===== src/rtl/port_io_pkg.sv =====
// constants for the port control block: register offsets, field positions, reset values
package port_io_pkg;
    // register file offsets (7-bit register file address)
    localparam logic [6:0] RF_INT_LEVEL   = 7'h0f;
    localparam logic [6:0] RF_FUNC_SELECT = 7'h23;
    localparam logic [6:0] RF_BIT_DIR     = 7'h36;
    localparam logic [6:0] RF_GROUP_DIR   = 7'h37;
    localparam logic [6:0] RF_IRQ_INT     = 7'h3d;

    // data memory locations of the port data registers
    localparam logic       BANK_0         = 1'h0;
    localparam logic       BANK_1         = 1'h1;
    localparam logic [6:0] DM_PORT_A      = 7'h70;
    localparam logic [6:0] DM_PORT_B      = 7'h71;
    localparam logic [6:0] DM_PORT_C      = 7'h72;
    localparam logic [6:0] DM_PORT_D      = 7'h73;
    localparam logic [6:0] DM_PORT_SERIAL = 7'h70;

    // field positions in the grouped direction register
    localparam int GRP_A_DIR_BIT           = 0;
    localparam int GRP_B_DIR_BIT           = 1;
    localparam int GRP_C_DIR_BIT           = 2;
    localparam int GRP_SERIAL_PORT_DIR_BIT = 3;

    // field positions in the function select register
    localparam int SERIAL_PINS_SELECT_BIT = 0;
    localparam int TIMER_OUT_SELECT_BIT   = 1;
    localparam int LED_OUT_SELECT_BIT     = 2;
    localparam int FUNC_RESERVED_BIT      = 3;

    // field positions of the interrupt flags
    localparam int INT_LEVEL_BIT = 0;
    localparam int IRQ_INT_BIT   = 1;

    // port 0D pins taken by alternate functions
    localparam int LED_PIN   = 0;
    localparam int TIMER_PIN = 1;

    // reset values
    localparam logic [3:0] FUNC_SELECT_RESET = 4'h0;
    localparam logic [3:0] GROUP_DIR_RESET   = 4'h0;
    localparam logic [3:0] BIT_DIR_RESET     = 4'h0;
    localparam logic [3:0] LATCH_RESET       = 4'h0;
    localparam logic       IRQ_RESET         = 1'h0;
endpackage : port_io_pkg


===== src/rtl/int_pin_flag.sv =====
// external interrupt pin: level view and sticky rising-edge request flag
`timescale 1ns/1ns
module int_pin_flag (
    input  wire logic clk,
    input  wire logic sys_rst,
    input  wire logic intPin,
    input  wire logic clearReq,
    output logic      intLevel,
    output logic      irqFlag
);
    logic prevLevel;

    always_ff @(posedge clk) begin
        if (sys_rst) begin
            prevLevel <= 1'b0;
            intLevel  <= 1'b0;
        end else begin
            prevLevel <= intPin;
            intLevel  <= intPin;
        end
    end

    // a new edge wins over a clear in the same cycle
    always_ff @(posedge clk) begin
        if (sys_rst) begin
            irqFlag <= port_io_pkg::IRQ_RESET;
        end else if (intPin && !prevLevel) begin
            irqFlag <= 1'b1;
        end else if (clearReq) begin
            irqFlag <= 1'b0;
        end
    end
endmodule : int_pin_flag


===== src/rtl/port_io_control.sv =====
// general-purpose port control: grouped ports, bitwise port, alternate functions, interrupt pin
// Functional notes
// grouped direction bits 0..3 select ports 0A, 0B, 0C, 1A; 1 is output.
// reset puts every port in input, all direction and select bits zero.
// port data at 70H-73H bank 0 and 70H bank 1.
// standby: port 0A requests wake-up when any pin is low.
// standby: port 0B requests wake-up when any pin is high.
// ports 0B and 0C in output mode are open-drain.
// port 0D has a direction bit per pin.
// select bit 2 gives port 0D pin 0 to the LED output.
// select bit 1 gives port 0D pin 1 to the timer output.
// select bit 0 gives port 1A to serial; otherwise 3-bit grouped port.
// select bit 3 reads zero and ignores writes.
// alternate-function 0D pins read and write their latch in any direction.
// serial-owned port 1A reads live pins; writes are ignored.
// switching to output puts the latch on the pins at once.
// rising edge on interrupt pin sets request flag 3DH bit 1.
// flag 0FH bit 0 shows the interrupt pin level.
// LED output follows the carrier enable flag.
// port read gives pin levels for inputs, latch for outputs.
`timescale 1ns/1ns
module port_io_control (
    input  wire logic       clk,
    input  wire logic       sys_rst,
    // register file access
    input  wire logic [6:0] rfAddr,
    input  wire logic       rfWrite,
    input  wire logic [3:0] rfWrData,
    output logic      [3:0] rfRdData,
    // data memory access to the port registers
    input  wire logic       dmBank,
    input  wire logic [6:0] dmAddr,
    input  wire logic       dmWrite,
    input  wire logic [3:0] dmWrData,
    output logic      [3:0] dmRdData,
    // system status and peripherals
    input  wire logic       standby,
    input  wire logic       carrierEnable,
    input  wire logic       timerOut,
    input  wire logic [2:0] serialPinOut,
    input  wire logic [2:0] serialPinOe,
    output logic      [2:0] serialPinIn,
    output logic            wakeRequestA,
    output logic            wakeRequestB,
    output logic            irqIntFlag,
    // pins
    input  wire logic [3:0] portAIn,
    output logic      [3:0] portAOut,
    output logic      [3:0] portAOe,
    input  wire logic [3:0] portBIn,
    output logic      [3:0] portBOut,
    output logic      [3:0] portBOe,
    input  wire logic [3:0] portCIn,
    output logic      [3:0] portCOut,
    output logic      [3:0] portCOe,
    input  wire logic [3:0] portDIn,
    output logic      [3:0] portDOut,
    output logic      [3:0] portDOe,
    input  wire logic [2:0] portSerialIn,
    output logic      [2:0] portSerialOut,
    output logic      [2:0] portSerialOe,
    input  wire logic       intPin
);
    logic [3:0] groupDir;
    logic [3:0] bitwisePortPinDir;
    logic [2:0] funcSelect;
    logic       serialPinsSelect;
    logic       timerOutSelect;
    logic       ledOutSelect;
    logic       intLevel;
    logic       irqClear;

    logic       wrPortA;
    logic       wrPortB;
    logic       wrPortC;
    logic       wrPortD;
    logic       wrPortSerial;

    logic [3:0] portADataRd;
    logic [3:0] portBDataRd;
    logic [3:0] portCDataRd;
    logic [3:0] portDDataRd;
    logic [2:0] serialPortDataRd;
    logic [3:0] portDLatch;
    logic [3:0] portDLatchOut;
    logic [3:0] portDLatchOe;
    logic [2:0] serialLatchOut;
    logic [2:0] serialLatchOe;
    logic [3:0] portDAltMask;
    logic [3:0] next_rfRdData;
    logic [3:0] next_dmRdData;

    assign serialPinsSelect = funcSelect[port_io_pkg::SERIAL_PINS_SELECT_BIT];
    assign timerOutSelect   = funcSelect[port_io_pkg::TIMER_OUT_SELECT_BIT];
    assign ledOutSelect     = funcSelect[port_io_pkg::LED_OUT_SELECT_BIT];

    // grouped direction register
    always_ff @(posedge clk) begin
        if (sys_rst) begin
            groupDir <= port_io_pkg::GROUP_DIR_RESET;
        end else if (rfWrite && rfAddr == port_io_pkg::RF_GROUP_DIR) begin
            groupDir <= rfWrData;
        end
    end

    // per-pin direction register of port 0D
    always_ff @(posedge clk) begin
        if (sys_rst) begin
            bitwisePortPinDir <= port_io_pkg::BIT_DIR_RESET;
        end else if (rfWrite && rfAddr == port_io_pkg::RF_BIT_DIR) begin
            bitwisePortPinDir <= rfWrData;
        end
    end

    // function select register; top bit is not stored
    always_ff @(posedge clk) begin
        if (sys_rst) begin
            funcSelect <= port_io_pkg::FUNC_SELECT_RESET[2:0];
        end else if (rfWrite && rfAddr == port_io_pkg::RF_FUNC_SELECT) begin
            funcSelect <= rfWrData[2:0];
        end
    end

    // writing 0 to the request bit clears it
    assign irqClear = rfWrite && rfAddr == port_io_pkg::RF_IRQ_INT && !rfWrData[port_io_pkg::IRQ_INT_BIT];

    int_pin_flag u_int_pin_flag (
        .clk      (clk),
        .sys_rst  (sys_rst),
        .intPin   (intPin),
        .clearReq (irqClear),
        .intLevel (intLevel),
        .irqFlag  (irqIntFlag)
    );

    // register file read-back, one cycle after the address
    always_comb begin
        next_rfRdData = 4'h0;
        unique case (rfAddr)
            port_io_pkg::RF_GROUP_DIR:   next_rfRdData = groupDir;
            port_io_pkg::RF_BIT_DIR:     next_rfRdData = bitwisePortPinDir;
            port_io_pkg::RF_FUNC_SELECT: next_rfRdData = {1'b0, funcSelect};
            port_io_pkg::RF_INT_LEVEL:   next_rfRdData[port_io_pkg::INT_LEVEL_BIT] = intLevel;
            port_io_pkg::RF_IRQ_INT:     next_rfRdData[port_io_pkg::IRQ_INT_BIT] = irqIntFlag;
            default:                     next_rfRdData = 4'h0;
        endcase
    end

    always_ff @(posedge clk) begin
        if (sys_rst) begin
            rfRdData <= 4'h0;
        end else begin
            rfRdData <= next_rfRdData;
        end
    end

    // data memory decode of port registers
    always_comb begin
        wrPortA      = dmWrite && dmBank == port_io_pkg::BANK_0 && dmAddr == port_io_pkg::DM_PORT_A;
        wrPortB      = dmWrite && dmBank == port_io_pkg::BANK_0 && dmAddr == port_io_pkg::DM_PORT_B;
        wrPortC      = dmWrite && dmBank == port_io_pkg::BANK_0 && dmAddr == port_io_pkg::DM_PORT_C;
        wrPortD      = dmWrite && dmBank == port_io_pkg::BANK_0 && dmAddr == port_io_pkg::DM_PORT_D;
        wrPortSerial = dmWrite && dmBank == port_io_pkg::BANK_1 && dmAddr == port_io_pkg::DM_PORT_SERIAL
                       && !serialPinsSelect;
    end

    port_latch_group #(.W(4), .OPEN_DRAIN(1'b0)) u_port_a (
        .clk        (clk),
        .sys_rst    (sys_rst),
        .wrEn       (wrPortA),
        .wrData     (dmWrData),
        .dirBits    ({4{groupDir[port_io_pkg::GRP_A_DIR_BIT]}}),
        .forceLatch (4'h0),
        .forcePin   (4'h0),
        .pinIn      (portAIn),
        .latch      (),
        .rdData     (portADataRd),
        .pinOut     (portAOut),
        .pinOe      (portAOe)
    );

    port_latch_group #(.W(4), .OPEN_DRAIN(1'b1)) u_port_b (
        .clk        (clk),
        .sys_rst    (sys_rst),
        .wrEn       (wrPortB),
        .wrData     (dmWrData),
        .dirBits    ({4{groupDir[port_io_pkg::GRP_B_DIR_BIT]}}),
        .forceLatch (4'h0),
        .forcePin   (4'h0),
        .pinIn      (portBIn),
        .latch      (),
        .rdData     (portBDataRd),
        .pinOut     (portBOut),
        .pinOe      (portBOe)
    );

    port_latch_group #(.W(4), .OPEN_DRAIN(1'b1)) u_port_c (
        .clk        (clk),
        .sys_rst    (sys_rst),
        .wrEn       (wrPortC),
        .wrData     (dmWrData),
        .dirBits    ({4{groupDir[port_io_pkg::GRP_C_DIR_BIT]}}),
        .forceLatch (4'h0),
        .forcePin   (4'h0),
        .pinIn      (portCIn),
        .latch      (),
        .rdData     (portCDataRd),
        .pinOut     (portCOut),
        .pinOe      (portCOe)
    );

    // alternate-function pins of port 0D read back their latch
    always_comb begin
        portDAltMask = 4'h0;
        portDAltMask[port_io_pkg::LED_PIN]   = ledOutSelect;
        portDAltMask[port_io_pkg::TIMER_PIN] = timerOutSelect;
    end

    port_latch_group #(.W(4), .OPEN_DRAIN(1'b0)) u_port_d (
        .clk        (clk),
        .sys_rst    (sys_rst),
        .wrEn       (wrPortD),
        .wrData     (dmWrData),
        .dirBits    (bitwisePortPinDir),
        .forceLatch (portDAltMask),
        .forcePin   (4'h0),
        .pinIn      (portDIn),
        .latch      (portDLatch),
        .rdData     (portDDataRd),
        .pinOut     (portDLatchOut),
        .pinOe      (portDLatchOe)
    );

    // port 0D pin drive with LED and timer takeover
    always_comb begin
        portDOut = portDLatchOut;
        portDOe  = portDLatchOe;
        if (ledOutSelect) begin
            portDOut[port_io_pkg::LED_PIN] = carrierEnable;
            portDOe[port_io_pkg::LED_PIN]  = 1'b1;
        end
        if (timerOutSelect) begin
            portDOut[port_io_pkg::TIMER_PIN] = timerOut;
            portDOe[port_io_pkg::TIMER_PIN]  = 1'b1;
        end
    end

    port_latch_group #(.W(3), .OPEN_DRAIN(1'b0)) u_port_serial (
        .clk        (clk),
        .sys_rst    (sys_rst),
        .wrEn       (wrPortSerial),
        .wrData     (dmWrData[2:0]),
        .dirBits    ({3{groupDir[port_io_pkg::GRP_SERIAL_PORT_DIR_BIT]}}),
        .forceLatch (3'h0),
        .forcePin   ({3{serialPinsSelect}}),
        .pinIn      (portSerialIn),
        .latch      (),
        .rdData     (serialPortDataRd),
        .pinOut     (serialLatchOut),
        .pinOe      (serialLatchOe)
    );

    // port 1A pins handed to the serial interface
    always_comb begin
        if (serialPinsSelect) begin
            portSerialOut = serialPinOut;
            portSerialOe  = serialPinOe;
        end else begin
            portSerialOut = serialLatchOut;
            portSerialOe  = serialLatchOe;
        end
    end

    assign serialPinIn = portSerialIn;

    // port data read-back, one cycle after the address
    always_comb begin
        next_dmRdData = 4'h0;
        if (dmBank == port_io_pkg::BANK_0) begin
            unique case (dmAddr)
                port_io_pkg::DM_PORT_A: next_dmRdData = portADataRd;
                port_io_pkg::DM_PORT_B: next_dmRdData = portBDataRd;
                port_io_pkg::DM_PORT_C: next_dmRdData = portCDataRd;
                port_io_pkg::DM_PORT_D: next_dmRdData = portDDataRd;
                default:                next_dmRdData = 4'h0;
            endcase
        end else if (dmAddr == port_io_pkg::DM_PORT_SERIAL) begin
            next_dmRdData = {1'b0, serialPortDataRd};
        end
    end

    always_ff @(posedge clk) begin
        if (sys_rst) begin
            dmRdData <= 4'h0;
        end else begin
            dmRdData <= next_dmRdData;
        end
    end

    // standby wake-up requests
    always_ff @(posedge clk) begin
        if (sys_rst) begin
            wakeRequestA <= 1'b0;
            wakeRequestB <= 1'b0;
        end else begin
            wakeRequestA <= standby && !(&portAIn);
            wakeRequestB <= standby && (|portBIn);
        end
    end
endmodule : port_io_control


===== src/rtl/port_latch_group.sv =====
// one port: output latch, direction-aware pin drive and read-back selection
`timescale 1ns/1ns
module port_latch_group #(
    parameter int W          = 4,
    parameter bit OPEN_DRAIN = 1'b0
) (
    input  wire logic         clk,
    input  wire logic         sys_rst,
    input  wire logic         wrEn,
    input  wire logic [W-1:0] wrData,
    input  wire logic [W-1:0] dirBits,
    input  wire logic [W-1:0] forceLatch,
    input  wire logic [W-1:0] forcePin,
    input  wire logic [W-1:0] pinIn,
    output logic      [W-1:0] latch,
    output logic      [W-1:0] rdData,
    output logic      [W-1:0] pinOut,
    output logic      [W-1:0] pinOe
);
    generate
        if (W < 1 || W > 4) begin : g_bad_width
            $error("port_latch_group: width must be 1 to 4");
        end
    endgenerate

    // output latch keeps its value in any direction
    always_ff @(posedge clk) begin
        if (sys_rst) begin
            latch <= W'(port_io_pkg::LATCH_RESET);
        end else if (wrEn) begin
            latch <= wrData;
        end
    end

    always_comb begin
        for (int i = 0; i < W; i++) begin
            if (forcePin[i]) begin
                rdData[i] = pinIn[i];
            end else if (forceLatch[i] || dirBits[i]) begin
                rdData[i] = latch[i];
            end else begin
                rdData[i] = pinIn[i];
            end
        end
    end

    // latch reaches the pins as soon as direction turns to output
    always_comb begin
        if (OPEN_DRAIN) begin
            pinOut = '0;
            pinOe  = dirBits & ~latch;
        end else begin
            pinOut = latch;
            pinOe  = dirBits;
        end
    end
endmodule : port_latch_group


===== config.mk =====
export PLATFORM = sky130hd
export DESIGN_NAME = port_io_control
export DESIGN_NICKNAME = d
export VERILOG_FILES = /design/src/rtl/port_io_pkg.sv /design/src/rtl/int_pin_flag.sv /design/src/rtl/port_io_control.sv /design/src/rtl/port_latch_group.sv
export SDC_FILE = /design/constraint.sdc
export NUM_CORES = 1
export LEC_CHECK = 0
export BUFFER_PORTS_ARGS = -buffer_cell sky130_fd_sc_hd__clkbuf_2
export CAP_MARGIN = 15
export CORE_UTILIZATION = 52
export CTS_BUF_LIST = sky130_fd_sc_hd__clkbuf_4 sky130_fd_sc_hd__clkbuf_8
export CTS_CLUSTER_DIAMETER = 50
export DETAILED_ROUTE_END_ITERATION = 10
export PLACE_DENSITY_LB_ADDON = 0.25
export SYNTH_ARGS = -nofsm -noshare
export SYNTH_HDL_FRONTEND = slang
export SYNTH_SLANG_ARGS = --single-unit

===== constraint.sdc =====
create_clock -name clk -period 5.22 [get_ports clk]
set_clock_uncertainty 0.05 [all_clocks]
set_input_delay 1.305 -clock clk [delete_from_list [all_inputs] [get_ports clk]]
set_output_delay 1.305 -clock clk [all_outputs]
set_load 0.005 [all_outputs]

==> impl_metrics.py <==
metrics = {
    "critical_path": {
        "cp_max_fo": 1,
        "crit_required_ns": 3.87,
        "critPathMaxStageDelay_ns": 0.25,
        "critPathArrivalTime_ns": 1.74,
        "critPathLaunchType": "input port",
        "crit_chain": "clkbuf_2, mux2_2, clkbuf_2",
        "end_kind": "output pin",
        "crit_start": "carrierEnable",
        "cp_top_family": "multiplexers",
        "critical-path-slowest-cell": "mux2_2",
        "cpMostUsedCell": "clkbuf_2",
        "reg2reg_from": "groupDir[2]",
        "crit_type": "in2out",
        "critPathBufInv": 2,
    },
    "run_status": {
        "run_status": "finished, final reports clean",
    },
    "die": {
        "initial_core_util_pct": 54.31,
        "die_w_um": 69.44,
        "rows": 24,
        "die_h_um": 69.44,
        "ios": 108,
        "die_area_um2": 4821,
        "core_area_um2": 4354,
    },
    "place": {
        "dpl.hpwl_um": 4236,
        "placed_cell_area_um2": 2749,
        "portBuffers": 99,
        "gp_congestion": 0.8541,
    },
    "timing": {
        "worst_pin_slew_ns": 0.7685,
        "rsz0062_at_grt": "false",
        "finalSetupTns_ns": 0,
        "post-route-period-util_pct": 59.30,
        "maxSlewViolCount": 0,
        "finalHoldViolations": 0,
        "relSlewSlack_pct": 48.77,
        "setup_viol": 0,
        "final.min_clock_period_ns": 3.096,
        "fmax_ghz": 0.3230,
    },
    "synthesis": {
        "synth_flop_cell": "dfxtp_1",
        "synth_edf_count": 0,
        "synth-async-reset-ratio_pct": 0,
        "synth_area_um2": 2365,
        "ys_warn_count": 0,
        "avgSynthCellArea_um2": 9.853,
        "ys_ff_latch": 42,
        "yosys.cell_types.count": 37,
        "synth_cells": 240,
        "seq_area_frac_synth_pct": 35.56,
    },
    "pwr": {
        "seq_power_share_pct": 49.5,
        "combPwrFrac_pct": 10.8,
        "p_leak_uw": 0.001268,
        "swShare_pct": 24.40,
        "clkPwrFrac_pct": 39.8,
        "cellPowerDensity_nw_per_um2": 229.1,
        "switching_power_uw": 159.8,
        "vdd_drop_max_uv": 213.2,
        "p_int_uw": 495.0,
    },
    "clock_tree": {
        "cts_buffer_depth": 2,
        "cts_tree": "done",
        "clkTransAtPathRegs_ns": 0.08,
        "ctsResizeCount": 0,
        "post-cts-setup-buffers": 0,
        "h-tree-depth": 2,
        "numCtsBuffers": 5,
        "root_buffer": "clkbuf_8",
        "clkLatencyLatePin_ns": 0.30,
        "clkSinkCount": 42,
        "cts_hold_buf": 0,
    },
    "global_routing": {
        "overflow": 0,
        "grt_pass1_vias": 1847,
        "grt_max_degree": 41,
        "grt.total_usage_pct": 23.40,
        "grt_pass1_wl_um": 8804,
        "antenna_found_initial": 0,
    },
    "run": {
        "max_cap_violations": 0,
    },
    "drt": {
        "drc": 0,
        "via_per_inst": 5.364,
        "drt_wl_total_um": 5451,
        "dr.pass1.iters": 4,
        "wl_per_cell_um": 14.57,
        "first_iter_violations": 93,
        "vias": 2006,
        "ant_nets": 0,
    },
    "hold_path": {
        "min_from": "funcSelect[2]",
        "hp-class": "reg2reg",
    },
    "layout": {
        "final_cell_area_um2": 2858,
        "diodes": 0,
        "area_growth_pct": 20.85,
        "drive_gt1_share_pct": 40.06,
        "nets": 377,
    },
}
==> per-layer routing <==
metal  vias to the layer above  GRT usage, %  share of wire, %
met3                        11         4.215               5.5
met1                       933         30.74                46
li1                        982             -                 -
met5                         -             0                 0
met4                         0         9.070               1.8
met2                        80         38.19                47
==> worst reg2reg max path, stage by stage, from the launching register on <==
cell	delay, ns
dfxtp_1	0.42
nor2b_1	0.20
o21bai_1	0.16
mux4_2	0.50
o22ai_1	0.15
==> power by group through the flow <==
stage               Clock, µW  Sequential (µW)  Combinational [µW]
floorplan                   0              331                40.6
global placement            0              331                69.1
detailed placement          0              331                70.3
CTS                       261              324                70.6
global route              276              324                76.3
finish                    260              324                70.5
==> cell families after synthesis <==
group,after synthesis,synth area share (%)
AND/OR/NAND/NOR,87,24.13
multiplexers,55,25.77
flip-flops,42,35.56
buffers and inverters,37,9.365
AO/OA/AOI/OAI,18,5.026
other,1,0.1586
==> area by class of cell <==
| type | instances | area (µm²) |
|---|---|---|
| Fill cell | 379 | 1496 |
| Inverter | 5 | 18.77 |
| Tap cell | 52 | 65.06 |
| Sequential cell | 42 | 840.8 |
| Clock inverter | 3 | 40.04 |
| Timing Repair Buffer | 99 | 495.5 |
| Multi-Input combinational cell | 168 | 1329 |
| Clock buffer | 5 | 68.82 |
==> cells in the mapped netlist, types with 2 or more instances <==
library cell,number,area share (%)
nor2b_1,9,2.4
or2_1,2,0.53
buf_4,19,6.0
o21bai_1,3,0.95
mux2_2,7,3.3
nor4_1,3,0.79
nand4b_1,2,0.74
inv_1,5,0.79
clkbuf_1,6,0.95
buf_2,3,0.63
a21oi_1,6,1.3
buf_1,3,0.48
or3b_1,2,0.74
nor4_4,4,3.6
dfxtp_1,42,36
nand2_1,13,2.1
mux2i_1,44,19
a22oi_1,2,0.63
or4_4,2,0.95
o22ai_1,4,1.1
nand2b_1,7,1.9
nor2_1,32,5.1
mux4_2,4,3.8
nand3_1,3,0.63
==> per-stage QoR <==
step           utilization, %  hold slack (ns)  power (µW)  cells  setup slack, ns
6_report                65.63           0.4441       654.8    374            2.124
5_1_grt                 65.63           0.4771       676.4    374            2.098
4_1_cts                 65.63           0.4442       655.6    374            2.120
3_5_place_dp            63.13           0.4324       401.7    366            2.120
3_3_place_gp            63.13           0.4256       400.5    366            2.133
2_1_floorplan               -           0.4083       371.8    247            2.305
==> placed cells by master (no fill, tap or decap), types with 4 or more instances in the layout <==
master | synthesis | routed
nor2_1 | 32 | 32
nand2b_1 | 7 | 7
clkbuf_8 | 0 | 5
conb_1 | 1 | 8
nand2_1 | 13 | 13
mux2_2 | 7 | 7
dfxtp_1 | 42 | 42
clkbuf_2 | 0 | 99
mux2i_1 | 44 | 44
nor2b_1 | 9 | 9
a21oi_1 | 6 | 6
mux4_2 | 4 | 4
inv_1 | 5 | 5
nor4_4 | 4 | 4
o22ai_1 | 4 | 4
==> final timing paths <==
path	endpoint	slack, ns	depth (start not counted)
max	portDOut[0]	2.12	3
min	funcSelect[2]	0.44	2
max reg2reg	dmRdData[1]	3.67	4
min reg2reg	funcSelect[2]	0.44	2
==> registers in the layout, indices dropped and copies added (netlist names), 3 cells and up <==
register / cells
funcSelect: 3
u_port_serial.latch: 3
u_port_b.latch: 4
u_port_c.latch: 4
dmRdData: 4
groupDir: 4
u_port_a.latch: 4
u_port_d.latch: 4
rfRdData: 4
bitwisePortPinDir: 4
No activity file was read; power rests on OpenSTA's default activity.
